==> config.mk <==
export PLATFORM = sky130hd
export DESIGN_NAME = dss_socket
export DESIGN_NICKNAME = d
export VERILOG_FILES = /design/src/common/dss_pkg.sv /design/src/rtl/dss_socket.sv
export VERILOG_INCLUDE_DIRS = /design/src /design/src/common
export SDC_FILE = /design/constraint.sdc
export NUM_CORES = 1
export LEC_CHECK = 0
export ABC_AREA = 1
export BUFFER_PORTS_ARGS = -buffer_cell sky130_fd_sc_hd__buf_2
export CAP_MARGIN = 20
export CORE_MARGIN = 2
export CORE_UTILIZATION = 35
export DETAILED_ROUTE_END_ITERATION = 10
export PLACE_DENSITY = 0.63
export RECOVER_POWER = 50
export SLEW_MARGIN = 20
export SYNTH_ARGS = -nofsm -noshare
export SYNTH_HDL_FRONTEND = slang
export SYNTH_SLANG_ARGS = --single-unit
==> constraint.sdc <==
create_clock -name clk -period 6.6 [get_ports clk]
set_input_delay 0.33 -clock clk [delete_from_list [all_inputs] [get_ports clk]]
set_output_delay 0.33 -clock clk [all_outputs]
set_load 0.05 [all_outputs]
==> src/common/dss_map.svh <==
// Register offsets, field positions, reset values and timing counts of the socket control block.
`ifndef DSS_MAP_SVH
`define DSS_MAP_SVH
`define DSS_OFS_STATUS 8'h0c
`define DSS_OFS_INTR 8'h10
`define DSS_OFS_MASK 8'h14
`define DSS_OFS_COUNT 8'h08
`define DSS_OFS_SIZE 8'h04
`define DSS_OFS_DSCR 8'h00
`define DSS_B_GO_ENABLE 31
`define DSS_B_GO_SUSPEND 30
`define DSS_B_UNIT 29
`define DSS_B_WRAPUP 28
`define DSS_B_SUSP_EOP 27
`define DSS_B_SUSP_TRANS 26
`define DSS_B_SUSP_LAST 25
`define DSS_B_SUSP_SHORT 24
`define DSS_B_EN_CONS 23
`define DSS_B_EN_PROD 22
`define DSS_B_CLIP 21
`define DSS_B_SPARE_ON 10
`define DSS_F_MIN_HI 9
`define DSS_F_MIN_LO 5
`define DSS_F_IDX_HI 15
`define DSS_F_PEND_HI 23
`define DSS_F_PEND_LO 16
`define DSS_F_WM_HI 31
`define DSS_F_WM_LO 24
`define DSS_SPARE_MAX 5'h1f
`define DSS_I_LAST 9
`define DSS_I_SHORT 8
`define DSS_I_TDONE 7
`define DSS_I_ERROR 6
`define DSS_I_SUSPEND 5
`define DSS_I_STALL 4
`define DSS_I_NODSCR 3
`define DSS_I_LOW 2
`define DSS_I_CONS 1
`define DSS_I_PROD 0
`define DSS_CTRL_RESET 32'h04e00000
`define DSS_CTRL_WMASK 32'hffe007e0
`define DSS_INTR_MASK10 10'h3ff
`define DSS_NO_DSCR 16'hffff
`define DSS_PH_LOAD 3'h0
`define DSS_PH_STALL 3'h1
`define DSS_PH_ACTIVE 3'h2
`define DSS_PH_EVENT 3'h3
`define DSS_PH_CHKA 3'h4
`define DSS_PH_SUSP 3'h5
`define DSS_PH_CHKB 3'h6
`define DSS_PH_WAIT 3'h7
`define DSS_ENABLE_LAG_NS 16
`define DSS_CLK_NS 8
`define DSS_ENABLE_LAG_CYC ((`DSS_ENABLE_LAG_NS + `DSS_CLK_NS - 1) / `DSS_CLK_NS)
`endif

==> src/common/dss_pkg.sv <==
// Types shared by the socket control block.
package dss_pkg;
  typedef enum logic [2:0] {
    DSS_LOAD, DSS_STALL, DSS_ACTIVE, DSS_EVENT, DSS_CHKA, DSS_SUSP, DSS_CHKB, DSS_WAIT
  } dss_phase_e;
  typedef logic [31:0] dss_word_t;
endpackage : dss_pkg

==> src/rtl/dss_socket.sv <==
// Control, status and interrupt logic of one buffer-adapter DMA socket.
// Behaviour
// - Clearing run aborts transfer, no write-back.
// - Run rising reloads descriptor; running flag lags.
// - Suspend request suspends after current descriptor.
// - Resume only on suspend request falling.
// - Count unit selects descriptors or bytes.
// - Force-wrap ends buffer now, counts update.
// - Stop-on-packet-end suspends after EOP buffer.
// - Stop-on-limit suspends when total reaches limit.
// - Stop-before-final suspends, sets bit nine.
// - Egress short buffer suspends, sets bit eight.
// - Notice enables gate events and write-back.
// - Clip fill bytes so ingress stays within limit.
// - Suspend at completion advances index; resume loads unless none.
// - Three-bit phase code readable by software.
// - Core EOP enters check, then active or event.
// - Spare gate stalls until tally meets threshold.
// - Spare tally counts events in, activations out.
// - Request bits set by hardware, write-one clear.
// - Error causes set error bit with suspend.
// - Suspend, stall, no-descriptor bits stay sticky.
// - Limit-hit only with stop-on-limit; EOP total rule.
// - Supply-low sets at watermark, stays sticky.
// - Supply low when pending at or under watermark.
// - Total updates only at descriptor completion.
// - Mask bit one lets request reach the CPU.
`timescale 1ns/1ps
`include "dss_map.svh"
module dss_socket (
  input wire logic clk, // Interconnect clock.
  input wire logic srst, // Synchronous reset, active high.
  input wire logic reg_wr, // Register write strobe.
  input wire logic reg_rd, // Register read strobe.
  input wire logic [7:0] reg_addr, // Register byte offset.
  input wire dss_pkg::dss_word_t reg_wdata, // Register write data.
  output dss_pkg::dss_word_t reg_rdata, // Register read data.
  input wire logic egress, // Socket direction, one for egress.
  input wire logic dscr_ready, // Loaded descriptor has space or data.
  input wire logic dscr_loaded, // Descriptor load from memory finished.
  input wire logic [15:0] dscr_next, // Next index from the chain.
  input wire logic [15:0] dscr_fill, // Fill bytes of the loaded descriptor.
  input wire logic [15:0] dscr_cap, // Capacity in bytes of the descriptor.
  input wire logic dscr_eop, // Descriptor carries end of packet.
  input wire logic dscr_err, // Descriptor already flags an error.
  input wire logic core_eop, // End-of-packet request from the core.
  input wire logic core_done, // Core filled or drained the buffer.
  input wire logic core_bad, // Core wrote inactive socket or left data.
  input wire logic event_in, // Event received from a peer.
  input wire logic event_in_cons, // Received event is a consume notice.
  input wire logic event_sent, // Outgoing event confirmed.
  output logic dscr_load_req, // Request descriptor load.
  output logic [15:0] dscr_index, // Current descriptor index.
  output logic writeback_req, // Write descriptor back to memory.
  output logic event_out, // Send notice to peer.
  output logic [15:0] clipped_fill, // Fill bytes after clipping.
  output logic abort, // Abort ongoing transfer.
  output logic flush, // Discard fetch data and flush writes.
  output logic spare_ready, // More than the current buffer available.
  output logic irq // Masked interrupt to the CPU.
);
  import dss_pkg::*;

  typedef struct packed {
    logic [31:0] ctrl;
    logic [9:0] intr;
    logic [9:0] mask;
    logic [31:0] total;
    logic [31:0] limit;
    logic [15:0] index;
    logic [7:0] pending;
    logic [7:0] watermark;
    logic [4:0] spare;
    logic [4:0] spare_min;
    logic [1:0] lag;
    logic enabled;
    logic go_q;
    logic susp_q;
    logic clear_ok;
    dss_phase_e phase;
    logic [15:0] fill;
    logic [31:0] rdata;
  } dss_state_s;

  dss_state_s st_reg;
  dss_state_s st_next;

  function automatic logic [31:0] dss_sum(input logic [31:0] a, input logic [15:0] b);
    dss_sum = a + {16'h0000, b};
  endfunction : dss_sum

  logic unit_desc;
  logic [15:0] fill_clip;
  logic [9:0] hw_set;
  logic over_limit;
  logic wrap_keep;

  always_comb begin
    unit_desc = st_reg.ctrl[`DSS_B_UNIT];
    fill_clip = dscr_fill;
    // Clipping only makes sense while the total counts bytes.
    if (st_reg.ctrl[`DSS_B_CLIP] && !egress && !unit_desc && st_reg.limit != 32'h0 &&
        dss_sum(st_reg.total, dscr_fill) >= st_reg.limit) begin
      fill_clip = 16'(st_reg.limit - st_reg.total);
    end
    // Forecast of the total once the descriptor in hand has completed.
    over_limit = st_reg.limit != 32'h0 &&
                 dss_sum(st_reg.total, unit_desc ? 16'h0001 : st_reg.fill) >= st_reg.limit;
  end

  always_comb begin
    st_next = st_reg;
    hw_set = 10'h000;
    wrap_keep = 1'b0;
    st_next.go_q = st_reg.ctrl[`DSS_B_GO_ENABLE];
    st_next.susp_q = st_reg.ctrl[`DSS_B_GO_SUSPEND];
    // Enabled follows run after a short fixed lag.
    if (st_reg.enabled != st_reg.ctrl[`DSS_B_GO_ENABLE]) begin
      if (st_reg.lag == 2'(`DSS_ENABLE_LAG_CYC)) begin
        st_next.enabled = st_reg.ctrl[`DSS_B_GO_ENABLE];
        st_next.lag = 2'h0;
      end else begin
        st_next.lag = st_reg.lag + 2'h1;
      end
    end else begin
      st_next.lag = 2'h0;
    end
    if (event_in) begin
      // The tally saturates at both ends rather than wrapping.
      if (st_reg.spare != `DSS_SPARE_MAX) begin
        st_next.spare = st_reg.spare + 5'h01;
      end
      hw_set[event_in_cons ? `DSS_I_CONS : `DSS_I_PROD] = 1'b1;
    end
    case (st_reg.phase)
      DSS_LOAD: begin
        if (st_reg.enabled && st_reg.index == `DSS_NO_DSCR) begin
          hw_set[`DSS_I_NODSCR] = 1'b1;
          hw_set[`DSS_I_SUSPEND] = 1'b1;
          st_next.phase = DSS_SUSP;
        end else if (st_reg.enabled && dscr_loaded) begin
          st_next.fill = fill_clip;
          if (dscr_err || dscr_fill > dscr_cap) begin
            hw_set[`DSS_I_ERROR] = 1'b1;
            hw_set[`DSS_I_SUSPEND] = 1'b1;
            st_next.phase = DSS_SUSP;
          end else if (st_reg.ctrl[`DSS_B_SUSP_LAST] && st_reg.limit != 32'h0 &&
                       dss_sum(st_reg.total, unit_desc ? 16'h0001 : dscr_cap) >= st_reg.limit) begin
            hw_set[`DSS_I_LAST] = 1'b1;
            hw_set[`DSS_I_SUSPEND] = 1'b1;
            st_next.phase = DSS_SUSP;
          end else if (egress && st_reg.ctrl[`DSS_B_SUSP_SHORT] && dscr_fill < dscr_cap) begin
            hw_set[`DSS_I_SHORT] = 1'b1;
            hw_set[`DSS_I_SUSPEND] = 1'b1;
            st_next.phase = DSS_SUSP;
          end else begin
            st_next.phase = DSS_STALL;
          end
        end
      end
      DSS_STALL: begin
        if (!dscr_ready) begin
          hw_set[`DSS_I_STALL] = 1'b1;
        end else if (!st_reg.ctrl[`DSS_B_SPARE_ON] || st_reg.spare >= st_reg.spare_min) begin
          st_next.phase = DSS_ACTIVE;
          if (st_next.spare != 5'h00) begin
            st_next.spare = st_next.spare - 5'h01;
          end
        end
      end
      DSS_ACTIVE: begin
        if (core_bad) begin
          hw_set[`DSS_I_ERROR] = 1'b1;
          hw_set[`DSS_I_SUSPEND] = 1'b1;
          st_next.phase = DSS_SUSP;
        end else if (st_reg.ctrl[`DSS_B_WRAPUP] || core_done) begin
          st_next.phase = DSS_EVENT;
        end else if (core_eop) begin
          st_next.phase = DSS_CHKA;
        end
      end
      DSS_CHKA: st_next.phase = DSS_CHKB;
      DSS_CHKB: begin
        // Ingress EOP leaves total alone unless the limit forces a suspend or stop-on-packet-end is set.
        if (egress || (st_reg.ctrl[`DSS_B_SUSP_TRANS] && over_limit) ||
            st_reg.ctrl[`DSS_B_SUSP_EOP]) begin
          st_next.phase = DSS_EVENT;
        end else begin
          st_next.phase = DSS_ACTIVE;
        end
      end
      DSS_EVENT: begin
        st_next.total = dss_sum(st_reg.total,
                                unit_desc ? 16'h0001 : st_reg.fill);
        st_next.ctrl[`DSS_B_WRAPUP] = 1'b0;
        st_next.index = dscr_next;
        st_next.pending = st_reg.pending - 8'h01;
        if (st_reg.pending - 8'h01 <= st_reg.watermark) begin
          hw_set[`DSS_I_LOW] = 1'b1;
        end
        st_next.phase = (egress ? st_reg.ctrl[`DSS_B_EN_CONS] : st_reg.ctrl[`DSS_B_EN_PROD]) ?
                        DSS_WAIT : DSS_LOAD;
        if (egress ? st_reg.ctrl[`DSS_B_EN_CONS] : st_reg.ctrl[`DSS_B_EN_PROD]) begin
          hw_set[egress ? `DSS_I_CONS : `DSS_I_PROD] = 1'b1;
        end
        if (st_reg.ctrl[`DSS_B_SUSP_TRANS] && over_limit) begin
          hw_set[`DSS_I_TDONE] = 1'b1;
        end
        if ((st_reg.ctrl[`DSS_B_SUSP_TRANS] && over_limit) || st_reg.ctrl[`DSS_B_GO_SUSPEND] ||
            (st_reg.ctrl[`DSS_B_SUSP_EOP] && dscr_eop)) begin
          hw_set[`DSS_I_SUSPEND] = 1'b1;
          st_next.phase = DSS_SUSP;
        end
      end
      DSS_WAIT: begin
        if (event_sent) begin
          st_next.phase = DSS_LOAD;
        end
      end
      DSS_SUSP: begin
        if (st_reg.susp_q && !st_reg.ctrl[`DSS_B_GO_SUSPEND]) begin
          st_next.clear_ok = 1'b1;
        end
        if (st_reg.clear_ok && st_reg.intr[`DSS_I_LAST:`DSS_I_SUSPEND] == 5'h00 &&
            !st_reg.ctrl[`DSS_B_GO_SUSPEND]) begin
          st_next.clear_ok = 1'b0;
          st_next.phase = DSS_LOAD;
        end
      end
      default: st_next.phase = DSS_LOAD;
    endcase
    if (reg_wr) begin
      case (reg_addr)
        `DSS_OFS_STATUS: begin
          wrap_keep = st_next.ctrl[`DSS_B_WRAPUP];
          st_next.ctrl = reg_wdata & `DSS_CTRL_WMASK;
          // Force-wrap is write-one-to-set; only a finished wrap-up clears it.
          st_next.ctrl[`DSS_B_WRAPUP] = reg_wdata[`DSS_B_WRAPUP] | wrap_keep;
          st_next.spare_min = reg_wdata[`DSS_F_MIN_HI:`DSS_F_MIN_LO];
        end
        `DSS_OFS_INTR: st_next.intr = st_reg.intr & ~reg_wdata[9:0];
        `DSS_OFS_MASK: st_next.mask = reg_wdata[9:0];
        `DSS_OFS_SIZE: st_next.limit = reg_wdata;
        `DSS_OFS_COUNT: st_next.total = reg_wdata;
        `DSS_OFS_DSCR: begin
          st_next.index = reg_wdata[`DSS_F_IDX_HI:0];
          st_next.pending = reg_wdata[`DSS_F_PEND_HI:`DSS_F_PEND_LO];
          st_next.watermark = reg_wdata[`DSS_F_WM_HI:`DSS_F_WM_LO];
        end
        default: st_next.ctrl = st_next.ctrl;
      endcase
    end
    st_next.intr = st_next.intr | hw_set;
    // Clearing run drops the socket at once; enabled follows after the lag.
    if (!st_reg.ctrl[`DSS_B_GO_ENABLE]) begin
      st_next.intr = 10'h000;
      st_next.phase = DSS_LOAD;
      st_next.clear_ok = 1'b0;
    end
    if (st_reg.ctrl[`DSS_B_GO_ENABLE] && !st_reg.go_q) begin
      st_next.phase = DSS_LOAD;
    end
    st_next.rdata = 32'h0;
    if (reg_rd) begin
      case (reg_addr)
        `DSS_OFS_STATUS: st_next.rdata = {st_reg.ctrl[`DSS_B_GO_ENABLE:`DSS_B_CLIP],
                         st_reg.enabled, st_reg.phase == DSS_SUSP, 1'b0,
                         3'(st_reg.phase), 4'h0,
                         st_reg.ctrl[`DSS_B_SPARE_ON], st_reg.spare_min, st_reg.spare};
        `DSS_OFS_INTR: st_next.rdata = {22'h0, st_reg.intr};
        `DSS_OFS_MASK: st_next.rdata = {22'h0, st_reg.mask};
        `DSS_OFS_SIZE: st_next.rdata = st_reg.limit;
        `DSS_OFS_COUNT: st_next.rdata = st_reg.total;
        `DSS_OFS_DSCR: st_next.rdata = {st_reg.watermark, st_reg.pending, st_reg.index};
        default: st_next.rdata = 32'h0;
      endcase
    end
  end

  always_ff @(posedge clk) begin
    if (srst) begin
      st_reg <= '0;
      st_reg.ctrl <= `DSS_CTRL_RESET;
      st_reg.index <= `DSS_NO_DSCR;
      st_reg.phase <= DSS_LOAD;
    end else begin
      st_reg <= st_next;
    end
  end

  assign reg_rdata = st_reg.rdata;
  assign dscr_index = st_reg.index;
  assign clipped_fill = st_reg.fill;
  // Nothing is loaded or written back once run is cleared, even while enabled lags.
  assign dscr_load_req = st_reg.phase == DSS_LOAD && st_reg.enabled &&
                         st_reg.ctrl[`DSS_B_GO_ENABLE] &&
                         st_reg.index != `DSS_NO_DSCR;
  assign writeback_req = st_reg.phase == DSS_EVENT && st_reg.ctrl[`DSS_B_GO_ENABLE] &&
                         (egress ? st_reg.ctrl[`DSS_B_EN_CONS] :
                          st_reg.ctrl[`DSS_B_EN_PROD]);
  assign event_out = writeback_req;
  assign abort = st_reg.enabled && !st_reg.ctrl[`DSS_B_GO_ENABLE];
  assign flush = st_reg.phase == DSS_ACTIVE && st_reg.ctrl[`DSS_B_WRAPUP];
  assign spare_ready = st_reg.ctrl[`DSS_B_SPARE_ON] && st_reg.spare != 5'h00;
  assign irq = |(st_reg.intr & st_reg.mask);
endmodule : dss_socket

==> results of run 1 <==
## worst max-delay path, cell delays in order, from the launching register on
cell and delay [ps]:
dfxtp_1 480, nand2_1 110, nor2_1 1590, inv_1 1680, o211ai_1 600, o211ai_1 130
## layout by cell type (no fill, tap or decap), types with 18 or more instances in the layout
cell and instances:
a21oi_1 274, buf_2 103, clkbuf_1 72, dfxtp_1 195, ha_1 195, inv_1 344
inv_2 18, nand2_1 458, nand3_1 102, nand4_1 30, nor2_1 198, nor3_1 33
o211ai_1 27, o21ai_0 180, o22ai_1 42, xnor2_1 18, xor2_1 82
## routing by layer
metal / vias to the layer above / wire length (µm) / share of wire, % / global-route usage (%)
met1: 8325 / 29200 / 42 / 34.6
li1: 8447 / - / - / -
met3: 116 / 4510 / 6.6 / 3.71
met2: 734 / 32700 / 48 / 45.8
met5: - / 0 / 0 / 0
met4: 0 / 2350 / 3.4 / 9.42
## worst paths after layout
check,start,end,slack (ps)
worst min register to register,st_reg[55],st_reg[55],420
worst min-delay path,dscr_next[8],dscr_index[8],150
worst max-delay path,st_reg[49],dscr_index[9],1720
worst max register to register,st_reg[49],dscr_index[9],1720
## through the flow
step	setup slack (ps)	hold slack, ps	instances	utilization [%]
3_3_place_gp	2050	399	3162	37.3
2_1_floorplan	3000	391	2506	-
4_1_cts	2010	131	3194	38.7
5_1_grt	1370	140	3195	38.4
6_report	1720	149	3195	38.4
3_5_place_dp	2030	412	3162	37.3
## logic make-up after synthesis
kind of cell               Yosys count  synth area share, %
and+or+nand+nor                    884                 23.1
xor gates and xnor gates           100                 5.19
adders and majority gates          199                 14.9
buffers and inverters              504                 12.9
AOI/OAI and AO/OA                  624                 20.8
DFF                                195                 23.1
## area by class of cell
cell class,count,share of cell area [%]
multi-input cells,1807,58.9
flip-flops and latches,195,21.3
inverters,365,7.49
repair buffers,180,4.50
well taps,615,4.21
clock buffers,17,2.33
clock inverters,15,1.18
diodes,1,0.0137
## power breakdown
part           leakage, nW  total, mW  switching [mW]  internal (mW)
logic                 6.61      0.280           0.187         0.0922
registers             1.57       1.18         0.00451           1.18
clock network        0.310       1.16           0.574          0.585
total                 8.49       2.62           0.766           1.86
==> flow_summary.yaml, run 1 <==
logic_synthesis:
  synth_cells: 2506
  ys.warnings.count: 0
  synth_nets: 2808
  async_flop_share_pct: 0
  synth_edf_count: 0
  synth_top_area_share_pct: 23.1
  syn_area_um2: 16900
  yosysTopAreaCell: "dfxtp_1"
  synth-main-ff-cell: "dfxtp_1"
  ys_seq_area_share_pct: 23.1
  synth_common_cells: "nand2_1, inv_1, a21oi_1"
  ys_seq_elements: 195
  postSynthAreaPerCell_um2: 6.74
  ys_types: 57
  yosys.cell_count.top_type: "nand2_1"
  netlist_top_cells_area: "dfxtp_1, ha_1, nand2_1, a21oi_1, inv_1"
clock_tree:
  cts_setup_buffers: 0
  root_buffer: "clkbuf_16"
  clock_path_buffers: 2
  clock-sinks: 195
  clk_pin_slew_ps: 80
  clock_latency_ps: 470
  cts_resized: 0
  cts_hold_buf: 0
  htreeDepth: 4
  cts_made_buffers: 17
  cts_tree: "done"
worst_setup_path:
  required_ps: 6800
  critPathCaptureType: "register"
  critPathKind: "register to register"
  crit_path_max_fanout: 55
  start_kind: "register"
  cp_data_arrival_time_ps: 5080
  r2r_cells: 5
cells_and_area:
  drive_above_1_share_pct: 7.95
  regArea_um2: 3900
  syn2layout_area_growth_pct: 8.30
  largest_register_ffs: 129
  design_area_um2: 18300
  nNetsFinal: 2868
  multi_input_area_um2: 10800
  num-fill-cells: 5221
sta:
  max_slew.worst_pin.slew_ps: 3330
  setup_viol: 0
  fin_setup_tns_ps: 0
  skew_ps: 15.7
  hold_viol: 0
  grt_setup_unrepaired: "no"
  period_minus_slack_ps: 4880
  fin_crit_sh_pct: 73.9
  slew_headroom_pct: -122
  fmax_ghz: 0.205
  slew_viol_final: 189
detailed_routing:
  dr.pass1.iters: 6
  drt_wl_total_mm: 68.8
  viasPerCell: 5.52
  route.detailed.drc: 0
  vias: 17600
  ant_nets: 0
  drtIter0Drc: 2023
  wire_per_inst_um: 21.5
global_route:
  grt-ovfl-total: 0
  grt_use_total_pct: 26.9
  grt_max_degree: 86
  grt_pass1_wl_mm: 101
  grt_pass1_vias: 16400
  antenna_found_initial: 1
power:
  peakVddDrop_mv: 0.111
  power_density_nw_per_um2: 143
  power.total_mw: 2.62
  p_leak_nw: 8.49
place:
  dp_hpwl_mm: 56.2
  port_buffers: 173
  post_dp_cell_area_um2: 17800
  gp_congestion: 0.967
floorplanning:
  io_pins: 174
  num_rows: 80
  dieArea_um2: 50000
  start_util_pct: 35.4
  die_width_um: 224
  core-area_um2: 47600
  die_h_um: 224
run:
  maxCapViolations: 4
worst_hold_path:
  hold_path_class: "input port to register"
  min_path_cells: 3
outcome:
  status: "finished, violations left"
  violations: "capacitance limit, slew limit"
(Power assumes the default switching activity.)
==> inputs of run 2 (changes only) <==
--- a/config.mk
+++ b/config.mk
@@ -12,7 +12,7 @@
 export CORE_MARGIN = 2
 export CORE_UTILIZATION = 35
 export DETAILED_ROUTE_END_ITERATION = 10
-export PLACE_DENSITY = 0.63
+export PLACE_DENSITY = 0.65
 export RECOVER_POWER = 50
 export SLEW_MARGIN = 20
 export SYNTH_ARGS = -nofsm -noshare
==> constraint.sdc (replaced) <==
create_clock -name clk -period 4.4 [get_ports clk]
set_input_delay 0.22 -clock clk [delete_from_list [all_inputs] [get_ports clk]]
set_output_delay 0.22 -clock clk [all_outputs]
set_load 0.05 [all_outputs]
==> run 2 against run 1 <==
Critical path type unchanged. Design area rose by 1.3%. Utilization rose by 0.50 points. Combinational power is 48% higher. Largest cell class unchanged. Flip-flop and latch count is the same. Register-to-register slack worse by 1500 ps. The flow still finishes with violations (capacitance limit, slew limit). Count of clock-buffer cells in the layout rose by 2. Wire length shrank 7.1%. Critical path depth rose by 21. Clock power increased by 35%. Setup slack got worse by 1500 ps.
==> flow_summary.yaml, run 2 (synthesis results as in run 1) <==
outcome:
  status: "finished, violations left"
  violations: "capacitance limit, slew limit"
sta:
  max_slew.worst_pin.slew_ps: 2110
  slew_viol_final: 139
  fmax_ghz: 0.241
  slew_headroom_pct: -40.7
  fin_crit_sh_pct: 94.1
  period_minus_slack_ps: 4140
  fin_setup_tns_ps: 0
  setup_viol: 0
  setup_ws_ps: 258
  skew_ps: 13.4
  hold_viol: 0
  hold_slack_ps: 30.8
place:
  post_dp_cell_area_um2: 18000
  dp_hpwl_mm: 52.2
  gp_congestion: 0.966
  placed_cells: 3188
  port_buffers: 173
  dp_slack_ps: 136
worst_hold_path:
  min_path_cells: 3
  hold_path_class: "input port to register"
cells_and_area:
  nNetsFinal: 2897
  final_cell_mix: "nand2_1, inv_1, a21oi_1"
  num-fill-cells: 5231
  syn2layout_area_growth_pct: 9.73
  antenna_cells: 0
  drive_above_1_share_pct: 9.62
  largest_register_ffs: 129
  design_area_um2: 18500
  final_common_cell: "nand2_1"
  stdcell_count: 3223
detailed_routing:
  dr.pass1.iters: 6
  top_layer_used: "met5"
  drt-met1-wl_mm: 27.1
  dr_wl_met2_mm: 29.7
  vias: 17200
  ant_nets: 0
  drt_wl_total_mm: 63.9
  viasPerCell: 5.33
  wire_per_inst_um: 19.8
  drtIter0Drc: 1594
  met3_length_mm: 4.11
  route.detailed.drc: 0
floorplanning:
  die_width_um: 224
  io_pins: 174
  die_h_um: 224
  core-area_um2: 47600
  dieArea_um2: 50000
  num_rows: 80
  start_util_pct: 35.4
power:
  p_leak_nw: 8.64
  peakVddDrop_mv: 0.261
  power_density_nw_per_um2: 203
worst_setup_path:
  start_kind: "register"
  cp_data_arrival_time_ps: 4530
  crit_path_max_fanout: 14
  required_ps: 4790
  critPathCaptureType: "register"
  r2r_cells: 26
  critPathKind: "register to register"
global_route:
  grt_use_total_pct: 25.0
  grt_pass1_vias: 15800
  grt_pass1_wl_mm: 95.0
  grt-ovfl-total: 0
  antenna_found_initial: 1
  grt_max_degree: 114
clock_tree:
  clock_path_buffers: 2
  clock-sinks: 195
  cts_tree: "done"
  clock_latency_ps: 470
  clk_pin_slew_ps: 80
  cts_made_buffers: 17
  root_buffer: "clkbuf_16"
  htreeDepth: 4
run:
  maxCapViolations: 2
==> run 2: cell types whose count changed in the layout (fill, tap and decap cells not counted), sizes merged, moves of 2 or more <==
cell	before	now
inv	366	368
buf	108	138
clkinv	12	6
clkinvlp	0	4
bufinv	2	0
==> run 2: report_power, final <==
group	switching [mW]	internal [mW]
combinational	0.275	0.140
clock	0.812	0.760
sequential	0.00634	1.77
total	1.09	2.67
==> run 2: timing repair <==
action | in CTS | in global routing
setup buffers | 0 | 2
setup endpoints to repair | 0 | 21
hold buffers | 0 | 0
resized for setup | 0 | 17
==> run 2: metal layers <==
| layer | vias up | global-route usage (%) |
|---|---|---|
| met2 | 676 | 41.3 |
| met1 | 7860 | 32.2 |
| met3 | 139 | 3.66 |
| met5 | - | 0 |
| li1 | 8496 | - |
| met4 | 2 | 11.2 |
==> run 2: final cells by class <==
class	count	area, µm²	area share, %
multi-input cells	1807	10800	58.5
flip-flops and latches	195	3910	21.1
inverters	365	1370	7.39
repair buffers	209	1070	5.80
well taps	615	769	4.15
clock buffers	19	443	2.39
clock inverters	13	121	0.655
==> run 2: path summary, 6_finish.rpt <==
kind                                     from        endpoint  slack [ps]
worst max register to register    st_reg[212]     st_reg[178]         260
worst min-delay path            reg_wdata[12]  dscr_index[12]          30
worst min register to register     st_reg[55]      st_reg[55]         410
worst max-delay path              st_reg[212]     st_reg[178]         260
==> run 2: metrics by stage <==
step                      util, %  power [mW]
after detailed placement     37.7        2.22
final                        38.9        3.76
after floorplan                 -        2.05
after global routing         38.9        3.88
after CTS                    38.9        3.76
after global placement       37.7        2.22
==> run 2: worst max-delay path, cell delays in order (launching register included) <==
cell	delay (ps)
dfxtp_4	430
buf_12	160
nor2_1	60
ha_1	360
nand2_1	140
nor2_2	200
inv_1	60
nor3_1	150
nand2_1	100
nand2_2	140
nand2_1	90
a21oi_1	250
nor2_1	80
or2_2	300
ha_1	290
nand2_1	80
nor3_1	160
nand2_1	70
nor3_1	130
nand2_1	70
nand2_1	130
nand2_1	100
nand2_1	90
nand2_1	90
nand2_1	140
nor2_1	50
a21oi_1	110
